## src/twl_pkg.sv

```systemverilog
// Purpose: Shared constants for the three-wire configuration loader
// Assumes: 16-bit words, two-bit address in the low bits
// Notes:   Field positions follow the word layout of each location
package twl_pkg;
	localparam int WORD_W    = 16;
	localparam int ADDR_W    = 2;
	localparam int PAYLOAD_W = 14;
	localparam int FRAC_W    = 28;
	localparam int INT_W     = 8;
	localparam int CNT_W     = 5;

	localparam logic [1:0] ADDR_FRAC_HI = 2'h0;
	localparam logic [1:0] ADDR_FRAC_LO = 2'h1;
	localparam logic [1:0] ADDR_DIVPMP  = 2'h2;
	localparam logic [1:0] ADDR_CFG     = 2'h3;

	// Field positions inside the full shifted word
	localparam int INT_LSB   = 2;
	localparam int CPI_LSB   = 10;
	localparam int LIN_LSB   = 12;
	localparam int REF_LSB   = 14;
	localparam int CPX_POS   = 2;
	localparam int BUFB_POS  = 4;
	localparam int MODB_POS  = 5;
	localparam int PD_POS    = 6;
	localparam int INTM_POS  = 7;
	localparam int TEST_LSB  = 8;
	localparam int BL_LSB    = 14;

	// Power-up contents of each location (payload bits only)
	localparam logic [13:0] RST_FRAC_HI = 14'h2000;
	localparam logic [13:0] RST_FRAC_LO = 14'h0000;
	localparam logic [13:0] RST_DIVPMP  = 14'h03B1;
	localparam logic [13:0] RST_CFG     = 14'h000F;

	// Host clock divider: half period in system clocks
	localparam int SCLK_HALF = 6;
endpackage

```

## src/twl_if.sv

```systemverilog
// Purpose: Three-wire link between host and loader
// Assumes: Host drives all three lines
// Notes:   Enable is active low
`timescale 1ns/1ps
`default_nettype none
interface twl_if;
	logic sclk;
	logic sdata;
	logic enableN;
	modport host (output sclk, output sdata, output enableN);
	modport dev  (input sclk, input sdata, input enableN);
endinterface
`default_nettype wire

```

## src/twl_device.sv

```systemverilog
// Purpose: Loader end: shifts serial words, commits them, gates enables
// Assumes: Link lines are asynchronous to clk and are synchronised here
// Notes:   Locations hold payload bits; address bits drop off
// How it works
// - Modulator on when pin and bit high
// - LO buffer on when pin and bit high
// - Ratio is integer plus fraction over 2^28
// - Integer and fraction are plain unsigned binary
// - Fraction upper half addr 00, lower 01
// - Sixteen-bit words into four locations
// - Address 10 holds integer, reference, pump
// - Address 11 holds config, test, compensation
// - Sample data on rising serial clock
// - Shift only while enable is low
// - Enable rise commits word to location
// - Synthesizer off while its pin low
// - Everything off while powerdown pin low
`timescale 1ns/1ps
`default_nettype none
module twl_device
	import twl_pkg::*;
(
	// Clock and reset
	input  wire logic                 clk,
	input  wire logic                 rst_n,
	// Link
	twl_if.dev                        link,
	// Hardware control pins
	input  wire logic                 modulator_enable_pin,
	input  wire logic                 lo_buffer_enable_pin,
	input  wire logic                 synthesizer_enable_pin,
	input  wire logic                 chip_powerdown_n,
	// Decoded configuration
	output var  logic [INT_W-1:0]     intDivide,
	output var  logic [FRAC_W-1:0]    fracDivide,
	output var  logic [1:0]           refDivide,
	output var  logic [1:0]           pumpCurrent,
	output var  logic [1:0]           pumpLinear,
	output var  logic [1:0]           pumpBleed,
	output var  logic [5:0]           testBits,
	output var  logic                 pumpDouble,
	output var  logic                 softPowerdown,
	output var  logic                 intMode,
	// Gated enables and commit pulse
	output var  logic                 modulatorOn,
	output var  logic                 loBufferOn,
	output var  logic                 synthesizerOn,
	output var  logic                 wordCommit
);
	// ============================================================
	// Field widths of the decoded outputs
	localparam int CP_W    = 2;
	localparam int LIN_W   = 2;
	localparam int REF_W   = 2;
	localparam int BL_W    = 2;
	localparam int TEST_W  = 6;

	// ============================================================
	// Field positions inside a stored payload
	localparam int INT_P   = INT_LSB - ADDR_W;
	localparam int CPI_P   = CPI_LSB - ADDR_W;
	localparam int LIN_P   = LIN_LSB - ADDR_W;
	localparam int REF_P   = REF_LSB - ADDR_W;
	localparam int CPX_P   = CPX_POS - ADDR_W;
	localparam int BUF_P   = BUFB_POS - ADDR_W;
	localparam int MOD_P   = MODB_POS - ADDR_W;
	localparam int PD_P    = PD_POS - ADDR_W;
	localparam int INTM_P  = INTM_POS - ADDR_W;
	localparam int TEST_P  = TEST_LSB - ADDR_W;
	localparam int BL_P    = BL_LSB - ADDR_W;

	// ============================================================
	// Pin positions in the pin synchroniser
	localparam int PIN_MOD = 0;
	localparam int PIN_BUF = 1;
	localparam int PIN_SYN = 2;
	localparam int PIN_PD  = 3;

	// ============================================================
	// Word decoding
	// Address sits in the last two bits shifted in
	function automatic logic [ADDR_W-1:0] addrOf(
		input logic [WORD_W-1:0] word
	);
		return word[ADDR_W-1:0];
	endfunction

	// Payload is the word without its address bits
	function automatic logic [PAYLOAD_W-1:0] payloadOf(
		input logic [WORD_W-1:0] word
	);
		return word[WORD_W-1:ADDR_W];
	endfunction

	// Output gate: chip powered, pin high, software bit high
	function automatic logic gateOf(
		input logic powered,
		input logic pinLevel,
		input logic softBit
	);
		return powered && pinLevel && softBit;
	endfunction

	// ============================================================
	// State
	typedef struct packed {
		logic [1:0]             sclkSync;
		logic [1:0]             dataSync;
		logic [1:0]             enSync;
		logic [3:0]             pinSync1;
		logic [3:0]             pinSync2;
		logic                   sclkPrev;
		logic                   enPrev;
		logic [WORD_W-1:0]      shift;
		logic [PAYLOAD_W-1:0]   fracHi;
		logic [PAYLOAD_W-1:0]   fracLo;
		logic [PAYLOAD_W-1:0]   divPmp;
		logic [PAYLOAD_W-1:0]   cfg;
		logic                   modOn;
		logic                   bufOn;
		logic                   synOn;
		logic                   commit;
	} twl_dev_s;

	twl_dev_s st_q;
	twl_dev_s st_d;

	// ============================================================
	// Next state
	always_comb begin
		st_d          = st_q;
		// Two-flop synchronisers on link and pins
		st_d.sclkSync = {st_q.sclkSync[0], link.sclk};
		st_d.dataSync = {st_q.dataSync[0], link.sdata};
		st_d.enSync   = {st_q.enSync[0], link.enableN};
		st_d.pinSync1 = {chip_powerdown_n, synthesizer_enable_pin,
			lo_buffer_enable_pin, modulator_enable_pin};
		st_d.pinSync2 = st_q.pinSync1;
		// Edge history one stage past the sync
		st_d.sclkPrev = st_q.sclkSync[1];
		st_d.enPrev   = st_q.enSync[1];
		st_d.commit   = 1'b0;
		if (st_q.sclkSync[1] && !st_q.sclkPrev && !st_q.enSync[1]) begin
			st_d.shift = {st_q.shift[WORD_W-2:0], st_q.dataSync[1]};
		end
		// enable rise commits by low bits
		if (st_q.enSync[1] && !st_q.enPrev) begin
			st_d.commit = 1'b1;
			case (addrOf(st_q.shift))
				ADDR_FRAC_HI: st_d.fracHi = payloadOf(st_q.shift);
				ADDR_FRAC_LO: st_d.fracLo = payloadOf(st_q.shift);
				ADDR_DIVPMP:  st_d.divPmp = payloadOf(st_q.shift);
				ADDR_CFG:     st_d.cfg    = payloadOf(st_q.shift);
				default:      st_d.cfg    = st_q.cfg;
			endcase
		end
		st_d.modOn = gateOf(st_q.pinSync2[PIN_PD], st_q.pinSync2[PIN_MOD],
			st_q.cfg[MOD_P]);
		st_d.bufOn = gateOf(st_q.pinSync2[PIN_PD], st_q.pinSync2[PIN_BUF],
			st_q.cfg[BUF_P]);
		st_d.synOn = gateOf(st_q.pinSync2[PIN_PD], st_q.pinSync2[PIN_SYN], 1'b1);
		// Synchronous reset loads power-up contents
		if (!rst_n) begin
			st_d          = '0;
			st_d.sclkSync = 2'h0;
			st_d.enSync   = 2'h3;
			st_d.enPrev   = 1'b1;
			st_d.fracHi   = RST_FRAC_HI;
			st_d.fracLo   = RST_FRAC_LO;
			st_d.divPmp   = RST_DIVPMP;
			st_d.cfg      = RST_CFG;
		end
	end

	always_ff @(posedge clk) begin
		st_q <= st_d;
	end

	// ============================================================
	// Outputs
	// straight binary ratio fields
	assign fracDivide    = {st_q.fracHi, st_q.fracLo};
	assign intDivide     = st_q.divPmp[INT_P +: INT_W];

	// Reference divider and pump setting
	assign pumpCurrent   = st_q.divPmp[CPI_P +: CP_W];
	assign pumpLinear    = st_q.divPmp[LIN_P +: LIN_W];
	assign refDivide     = st_q.divPmp[REF_P +: REF_W];

	// Configuration and test bits
	assign pumpDouble    = st_q.cfg[CPX_P];
	assign softPowerdown = st_q.cfg[PD_P];
	assign intMode       = st_q.cfg[INTM_P];
	assign testBits      = st_q.cfg[TEST_P +: TEST_W];
	assign pumpBleed     = st_q.cfg[BL_P +: BL_W];

	// Gated enables and commit pulse
	assign modulatorOn   = st_q.modOn;
	assign loBufferOn    = st_q.bufOn;
	assign synthesizerOn = st_q.synOn;
	assign wordCommit    = st_q.commit;
endmodule
`default_nettype wire

```

## src/flat_wrapper.sv

```systemverilog
// flat-port wrapper written by rule: the top's interface ports become plain ports
module twl_device_flat import twl_pkg::*;
  (clk, rst_n, modulator_enable_pin, lo_buffer_enable_pin, synthesizer_enable_pin, chip_powerdown_n, intDivide, fracDivide, refDivide, pumpCurrent, pumpLinear, pumpBleed, testBits, pumpDouble, softPowerdown, intMode, modulatorOn, loBufferOn, synthesizerOn, wordCommit, link_sclk, link_sdata, link_enableN);
  twl_if link_i ();
  input  wire logic clk;
  input  wire logic rst_n;
  input  wire logic modulator_enable_pin;
  input  wire logic lo_buffer_enable_pin;
  input  wire logic synthesizer_enable_pin;
  input  wire logic chip_powerdown_n;
  output var  logic [INT_W-1:0] intDivide;
  output var  logic [FRAC_W-1:0] fracDivide;
  output var  logic [1:0] refDivide;
  output var  logic [1:0] pumpCurrent;
  output var  logic [1:0] pumpLinear;
  output var  logic [1:0] pumpBleed;
  output var  logic [5:0] testBits;
  output var  logic pumpDouble;
  output var  logic softPowerdown;
  output var  logic intMode;
  output var  logic modulatorOn;
  output var  logic loBufferOn;
  output var  logic synthesizerOn;
  output var  logic wordCommit;
  input wire logic [$bits(link_i.sclk)-1:0] link_sclk;
  input wire logic [$bits(link_i.sdata)-1:0] link_sdata;
  input wire logic [$bits(link_i.enableN)-1:0] link_enableN;
  assign link_i.sclk = link_sclk;
  assign link_i.sdata = link_sdata;
  assign link_i.enableN = link_enableN;
  twl_device u_core (.clk(clk), .rst_n(rst_n), .link(link_i), .modulator_enable_pin(modulator_enable_pin), .lo_buffer_enable_pin(lo_buffer_enable_pin), .synthesizer_enable_pin(synthesizer_enable_pin), .chip_powerdown_n(chip_powerdown_n), .intDivide(intDivide), .fracDivide(fracDivide), .refDivide(refDivide), .pumpCurrent(pumpCurrent), .pumpLinear(pumpLinear), .pumpBleed(pumpBleed), .testBits(testBits), .pumpDouble(pumpDouble), .softPowerdown(softPowerdown), .intMode(intMode), .modulatorOn(modulatorOn), .loBufferOn(loBufferOn), .synthesizerOn(synthesizerOn), .wordCommit(wordCommit));
endmodule
```

## config.mk

```make
export PLATFORM = sky130hd
export DESIGN_NAME = twl_device_flat
export DESIGN_NICKNAME = d
export VERILOG_FILES = /design/src/twl_pkg.sv /design/src/twl_if.sv /design/src/twl_device.sv /design/src/flat_wrapper.sv
export SDC_FILE = /design/constraint.sdc
export NUM_CORES = 1
export LEC_CHECK = 0
export ABC_AREA = 1
export BUFFER_PORTS_ARGS = -buffer_cell sky130_fd_sc_hd__buf_2
export CAP_MARGIN = 30
export CELL_PAD_IN_SITES_DETAIL_PLACEMENT = 1
export CELL_PAD_IN_SITES_GLOBAL_PLACEMENT = 2
export CORE_ASPECT_RATIO = 1.4
export CORE_MARGIN = 8
export CORE_UTILIZATION = 35
export CTS_BUF_LIST = sky130_fd_sc_hd__clkbuf_2
export DETAILED_ROUTE_END_ITERATION = 10
export PLACE_DENSITY = 0.84
export SLEW_MARGIN = 10
export SYNTH_ARGS = -nofsm -noshare
export SYNTH_HDL_FRONTEND = slang
export SYNTH_SLANG_ARGS = --single-unit
```

## constraint.sdc

```tcl
create_clock -name clk -period 1.86 [get_ports clk]
set_clock_uncertainty 0.1 [all_clocks]
set_input_delay 0.093 -clock clk [delete_from_list [all_inputs] [get_ports clk]]
set_output_delay 0.093 -clock clk [all_outputs]
set_load 0.01 [all_outputs]
```

==> results of run 1 <==
## power breakdown
part / switching (mW) / total (mW) / leakage (nW) / internal, mW
Clock: 0.611 / 0.916 / 0.0669 / 0.304
Sequential: 0.0140 / 2.00 / 0.738 / 1.99
Combinational: 0.109 / 0.186 / 1.26 / 0.0776
## critical path: cells and delay by family (launching register included)
family	cells	cell delay, ns
and+or+nand+nor	4	0.70
DFF	1	0.56
buffers and inverters	1	0.13
## area by class of cell
type,instances,area [µm²]
antenna,1,2.50
clock buffer,11,55.1
clock inverter,4,42.5
fill,1394,6610
inverter,34,128
multi-input combinational,312,1310
sequential,91,1820
tap,141,176
timing repair buffer,89,556
## cells in the mapped netlist (all sizes together)
master,instances,area share
a21oi,13,0.017
buf,75,0.14
clkbuf,2,0.0020
dfxtp,91,0.48
inv,34,0.034
nand2,120,0.12
nand3,56,0.074
nand3b,1,0.0020
nor2,120,0.13
or2,2,0.0033
## per-layer routing
metal  vias up  wire length [µm]
li1       1559                 -
met1      1390              3990
met2        50              4640
met3         9               327
met4         0               163
met5         -                 0
## metrics by stage
step                std cells  total power, mW
floorplan                 514             2.16
global placement          652             2.20
detailed placement        652             2.21
CTS                       682             3.16
global route              683             3.26
finish                    683             3.10
## state kept, by name (all words and copies together), names as in the netlist
| signal | cells |
|---|---|
| u_core.testBits | 6 |
| u_core.refDivide | 2 |
| u_core.modulatorOn | 1 |
| u_core.intDivide | 8 |
| u_core.softPowerdown | 1 |
| u_core.intMode | 1 |
| u_core.wordCommit | 1 |
| u_core.pumpLinear | 2 |
| u_core.pumpDouble | 1 |
| u_core.pumpBleed | 2 |
| u_core.pumpCurrent | 2 |
| u_core.st_q | 34 |
| u_core.loBufferOn | 1 |
| u_core.synthesizerOn | 1 |
| u_core.fracDivide | 28 |
## worst paths after layout
kind	start	endpoint	slack, ns	cells past startpoint
max	u_core.st_q[60]$_SDFFE_PN0P_	u_core.fracDivide[11]$_SDFFE_PN0P_	0.28	5
min	u_core.st_q[80]$_SDFF_PN0_	u_core.synthesizerOn$_SDFF_PN0_	0.33	2
max reg2reg	u_core.st_q[60]$_SDFFE_PN0P_	u_core.fracDivide[11]$_SDFFE_PN0P_	0.28	5
min reg2reg	u_core.st_q[80]$_SDFF_PN0_	u_core.synthesizerOn$_SDFF_PN0_	0.33	2
## cell families (layout without fill, tap and decap cells)
| group | Yosys count | count (layout) |
|---|---|---|
| and+or+nand+nor | 299 | 299 |
| buffers and inverters | 111 | 138 |
| DFF | 91 | 91 |
| AOI/OAI and AO/OA | 13 | 13 |
| other | 0 | 1 |
==> impl_metrics.ini, run 1 <==
[outcome]
outcome = finished clean

[clock_network]
cts_root_buf = clkbuf_2
numCtsBuffers = 9
cts.path.max_buffers = 2
cts_tree = done
cts_max_level = 3
ctsHoldBuffers = 15
postCtsSetupBuffers = 0
clk_pin_slew_worst_paths_ns = 0.23
clk_latency_ns = 0.54
post_cts_resized = 0
clock_sinks = 91

[timing]
finalCriticalPeriod_ns = 1.58
layout_setup_ws_ns = 0.277
holdWs_ns = 0.330
setup_viol = 0
hold_violations = 0
drv_slew = 0
tns_ns = 0
worstMarginPinSlew_ns = 0.541
clock.fmax_mhz = 632
rsz0062_at_grt = no
finalCritPeriodShare = 0.851
relSlewSlack = 0.639

[setup_path]
critical-path-max-stage-delay_ns = 0.56
worstSetupPathType = flop to flop
cp-end-kind = flop
slowest_stage = dfxtp_1
critical_path.startpoint_type = flop
worstPathArrival_ns = 1.94
worstPathCellList = inv_1 > nor2_2 > nand3_1 > nand2_1 > nor2_1
cp.required_ns = 2.21
cp_max_fo = 14

[global_routing]
met2_usage = 0.232
grtUsageTotal = 0.133
grt_pass1_wl_um = 15200
overflow = 0
grt_max_degree = 63
top_usage_layer = met2
use_met1 = 0.146
antenna_found_initial = 1
grt_pass1_vias = 3078
grtUsageMet3 = 0.0377

[detailed_routing]
route.detailed.drc = 0
drt_iter0_drc = 101
drt-total-wl_um = 9120
wl_per_cell_um = 13.4
ant_nets = 0
viasPerCell = 4.40
drtPass1Iterations = 4
vias = 3008

[cells_and_area]
design_area_um2 = 4090
drive_above_1_share = 0.179
syn_to_final_growth_pct = 8.24
utilization = 0.382
final_common_cell = nand2_1
most-common-layout-cells = nand2_1, nor2_1, dfxtp_1
nets = 546

[synth]
synth-compound-area-share = 0.0172
synthMuxAreaShare = 0
synth_top_family_by_area = simple AND/OR/NAND/NOR gates
seq_area_frac_synth = 0.482
syn_nets = 523
netlist_area_um2 = 3780
synth.distinct_cells = 16
avgSynthCellArea_um2 = 7.35
netlist_instances = 514
synth-xor-area-share = 0
synthAdderAreaFrac = 0
synth-seq-cells = 91
synth_simple_gate_area_frac = 0.328
yosysWarnings = 0

[place]
hpwl_um = 6700
io_buffers = 65
place_congestion = 0.749
dp_worst_setup_slack_ns = 0.302
post_dp_cell_area_um2 = 3840

[die]
initial_core_util = 0.353
dieWidth_um = 104
coreArea_um2 = 10700
rows = 45
die_area_um2 = 14400
ioPinCount = 66
die_h_um = 139

[run]
cap_violations = 0

[worst_hold_path]
hold_class = flop to flop

[power_and_ir_drop]
peakVddDrop_mv = 0.480
p_leak_nw = 2.06
power.density_nw_per_um2 = 758
No activity file was read; power rests on OpenSTA's default activity.
==> run 2: changes to the inputs <==
--- a/config.mk
+++ b/config.mk
@@ -5,14 +5,13 @@
 export SDC_FILE = /design/constraint.sdc
 export NUM_CORES = 1
 export LEC_CHECK = 0
-export ABC_AREA = 1
 export BUFFER_PORTS_ARGS = -buffer_cell sky130_fd_sc_hd__buf_2
 export CAP_MARGIN = 30
 export CELL_PAD_IN_SITES_DETAIL_PLACEMENT = 1
 export CELL_PAD_IN_SITES_GLOBAL_PLACEMENT = 2
 export CORE_ASPECT_RATIO = 1.4
 export CORE_MARGIN = 8
-export CORE_UTILIZATION = 35
+export CORE_UTILIZATION = 39
 export CTS_BUF_LIST = sky130_fd_sc_hd__clkbuf_2
 export DETAILED_ROUTE_END_ITERATION = 10
 export PLACE_DENSITY = 0.84
==> run 2 against run 1 <==
Compared with the run above:
- die area decreased by 13%
- largest power group unchanged
- clock-buffer cell count unchanged
- sequential cell count unchanged
- critical path depth decreased by 2
- clock power increased by 3.7%
==> impl_metrics.ini, run 2 <==
[outcome]
outcome = finished clean

[synth]
synth-xor-area-share = 0
synth_top_family_by_area = multiplexers
synth_simple_gate_area_frac = 0.154
yosysMostFrequentCell = dfxtp_1
netlist_area_um2 = 3570
synth.distinct_cells = 20
synth-edff-count = 0
synthMuxAreaShare = 0.199
synth_top_area_share = 0.511
synthAdderAreaFrac = 0
synth-seq-cells = 91
seq_area_frac_synth = 0.511
synth-compound-area-share = 0
yosys-top-cells-area = dfxtp_1, mux2i_1, buf_4
synthArstFlopShare = 0
yosysWarnings = 0
ys.flop_type = dfxtp_1
syn_nets = 349
netlist_instances = 340
yosysTopAreaCell = dfxtp_1
avgSynthCellArea_um2 = 10.5
synth_common_cells = dfxtp_1, mux2i_1, nand2_1, buf_4, nor2b_1

[global_routing]
grtUsageTotal = 0.121
grt_pass1_wl_um = 12100
overflow = 0
top_usage_layer = met2
grt_pass1_vias = 2424
use_met1 = 0.120
met2_usage = 0.230
grt_max_degree = 38
grtUsageMet3 = 0.0357
antenna_found_initial = 0

[timing]
finalCritPeriodShare = 0.836
hold_violations = 0
drv_slew = 0
finalCriticalPeriod_ns = 1.55
clock.fmax_mhz = 643
rsz0062_at_grt = no
holdWs_ns = 0.211
worstMarginPinSlew_ns = 0.346
tns_ns = 0
relSlewSlack = 0.769
setup_viol = 0

[clock_network]
cts.path.max_buffers = 2
cts_max_level = 3
cts_tree = done
cts_root_buf = clkbuf_2
numCtsBuffers = 9
clk_latency_ns = 0.52
clock_sinks = 91
clk_pin_slew_worst_paths_ns = 0.21

[die]
initial_core_util = 0.397
die_area_um2 = 12500
coreArea_um2 = 8980
dieWidth_um = 96.8
die_h_um = 129
ioPinCount = 66
rows = 41

[cells_and_area]
final_common_cell = dfxtp_1
design_area_um2 = 3880
drive_above_1_share = 0.252
nFillCells = 1022
diodes = 0
nets = 377
most-common-layout-cells = dfxtp_1, mux2i_1, buf_2
fin_cells = 480
largest_reg_flops = 34
top_register = u_core.st_q
syn_to_final_growth_pct = 8.87

[power_and_ir_drop]
power.density_nw_per_um2 = 782
p_leak_nw = 1.73
peakVddDrop_mv = 0.448

[detailed_routing]
ant_nets = 0
drt-total-wl_um = 7440
vias = 2247
route.detailed.drc = 0
drt_iter0_drc = 62
drtPass1Iterations = 4
wl_per_cell_um = 15.5
viasPerCell = 4.68

[setup_path]
cp_max_fo = 9
cp.required_ns = 2.21
worstRegToRegCells = 3
worstPathArrival_ns = 1.90
cp-end-kind = flop
critical_path.startpoint_type = flop
worstSetupPathType = flop to flop

[place]
post_dp_cell_area_um2 = 3640
place_congestion = 0.704
dp_cells = 451
io_buffers = 65
hpwl_um = 5320

[worst_hold_path]
holdPathStages = 3
hold_class = input pin to flop

[run]
cap_violations = 0
## run 2: timing repair
item	4_1_cts	5_1_grt
hold buffers	13	0
gates resized for setup	0	0
endpoints found under the hold margin	22	0
setup buffers	0	0
## run 2: metal layers
metal	vias to the layer above	share of wire
met1	1088	0.41
met3	5	0.040
met5	-	0
met4	0	0.013
li1	1115	-
met2	39	0.54
## run 2: logic make-up after synthesis
logic type,count (synthesis)
flip-flops,91
multiplexers,71
buffers and inverters,71
AND/OR/NAND/NOR,107
## run 2: cell type report
class / count / area (µm²) / share of cell area
clock buffer: 11 / 55.1 / 0.0142
clock inverter: 5 / 53.8 / 0.0139
multi-input combinational: 178 / 1260 / 0.325
sequential: 91 / 1820 / 0.469
tap: 107 / 134 / 0.0345
timing repair buffer: 88 / 556 / 0.143
## run 2: worst max-delay path, stage by stage, from the launching register on
cell and delay [ns]:
dfxtp_1 0.49, or4b_1 0.52, buf_4 0.22, mux2i_1 0.17
## run 2: worst paths after layout
kind / start / end / slack, ns
min reg2reg: u_core.st_q[86]$_SDFF_PN1_ / u_core.st_q[87]$_SDFF_PN1_ / 0.35
min: link_sclk / u_core.st_q[90]$_SDFF_PN0_ / 0.21
max: u_core.st_q[87]$_SDFF_PN1_ / u_core.fracDivide[16]$_SDFFE_PN0P_ / 0.31
max reg2reg: u_core.st_q[87]$_SDFF_PN1_ / u_core.fracDivide[16]$_SDFFE_PN0P_ / 0.31
## run 2: through the flow
step / power [mW] / util / worst slack [ns]
2_1_floorplan: 2.07 / - / 0.406
3_3_place_gp: 2.10 / 0.406 / 0.381
3_5_place_dp: 2.11 / 0.406 / 0.313
4_1_cts: 3.08 / 0.433 / 0.295
5_1_grt: 3.15 / 0.433 / 0.201
6_report: 3.04 / 0.433 / 0.305
## run 2: report_power, final
group          leakage [nW]  switching [mW]  internal (mW)  total, mW
sequential            0.737         0.00626           1.97       1.98
clock                0.0757           0.631          0.318      0.950
combinational         0.915          0.0511         0.0584      0.110
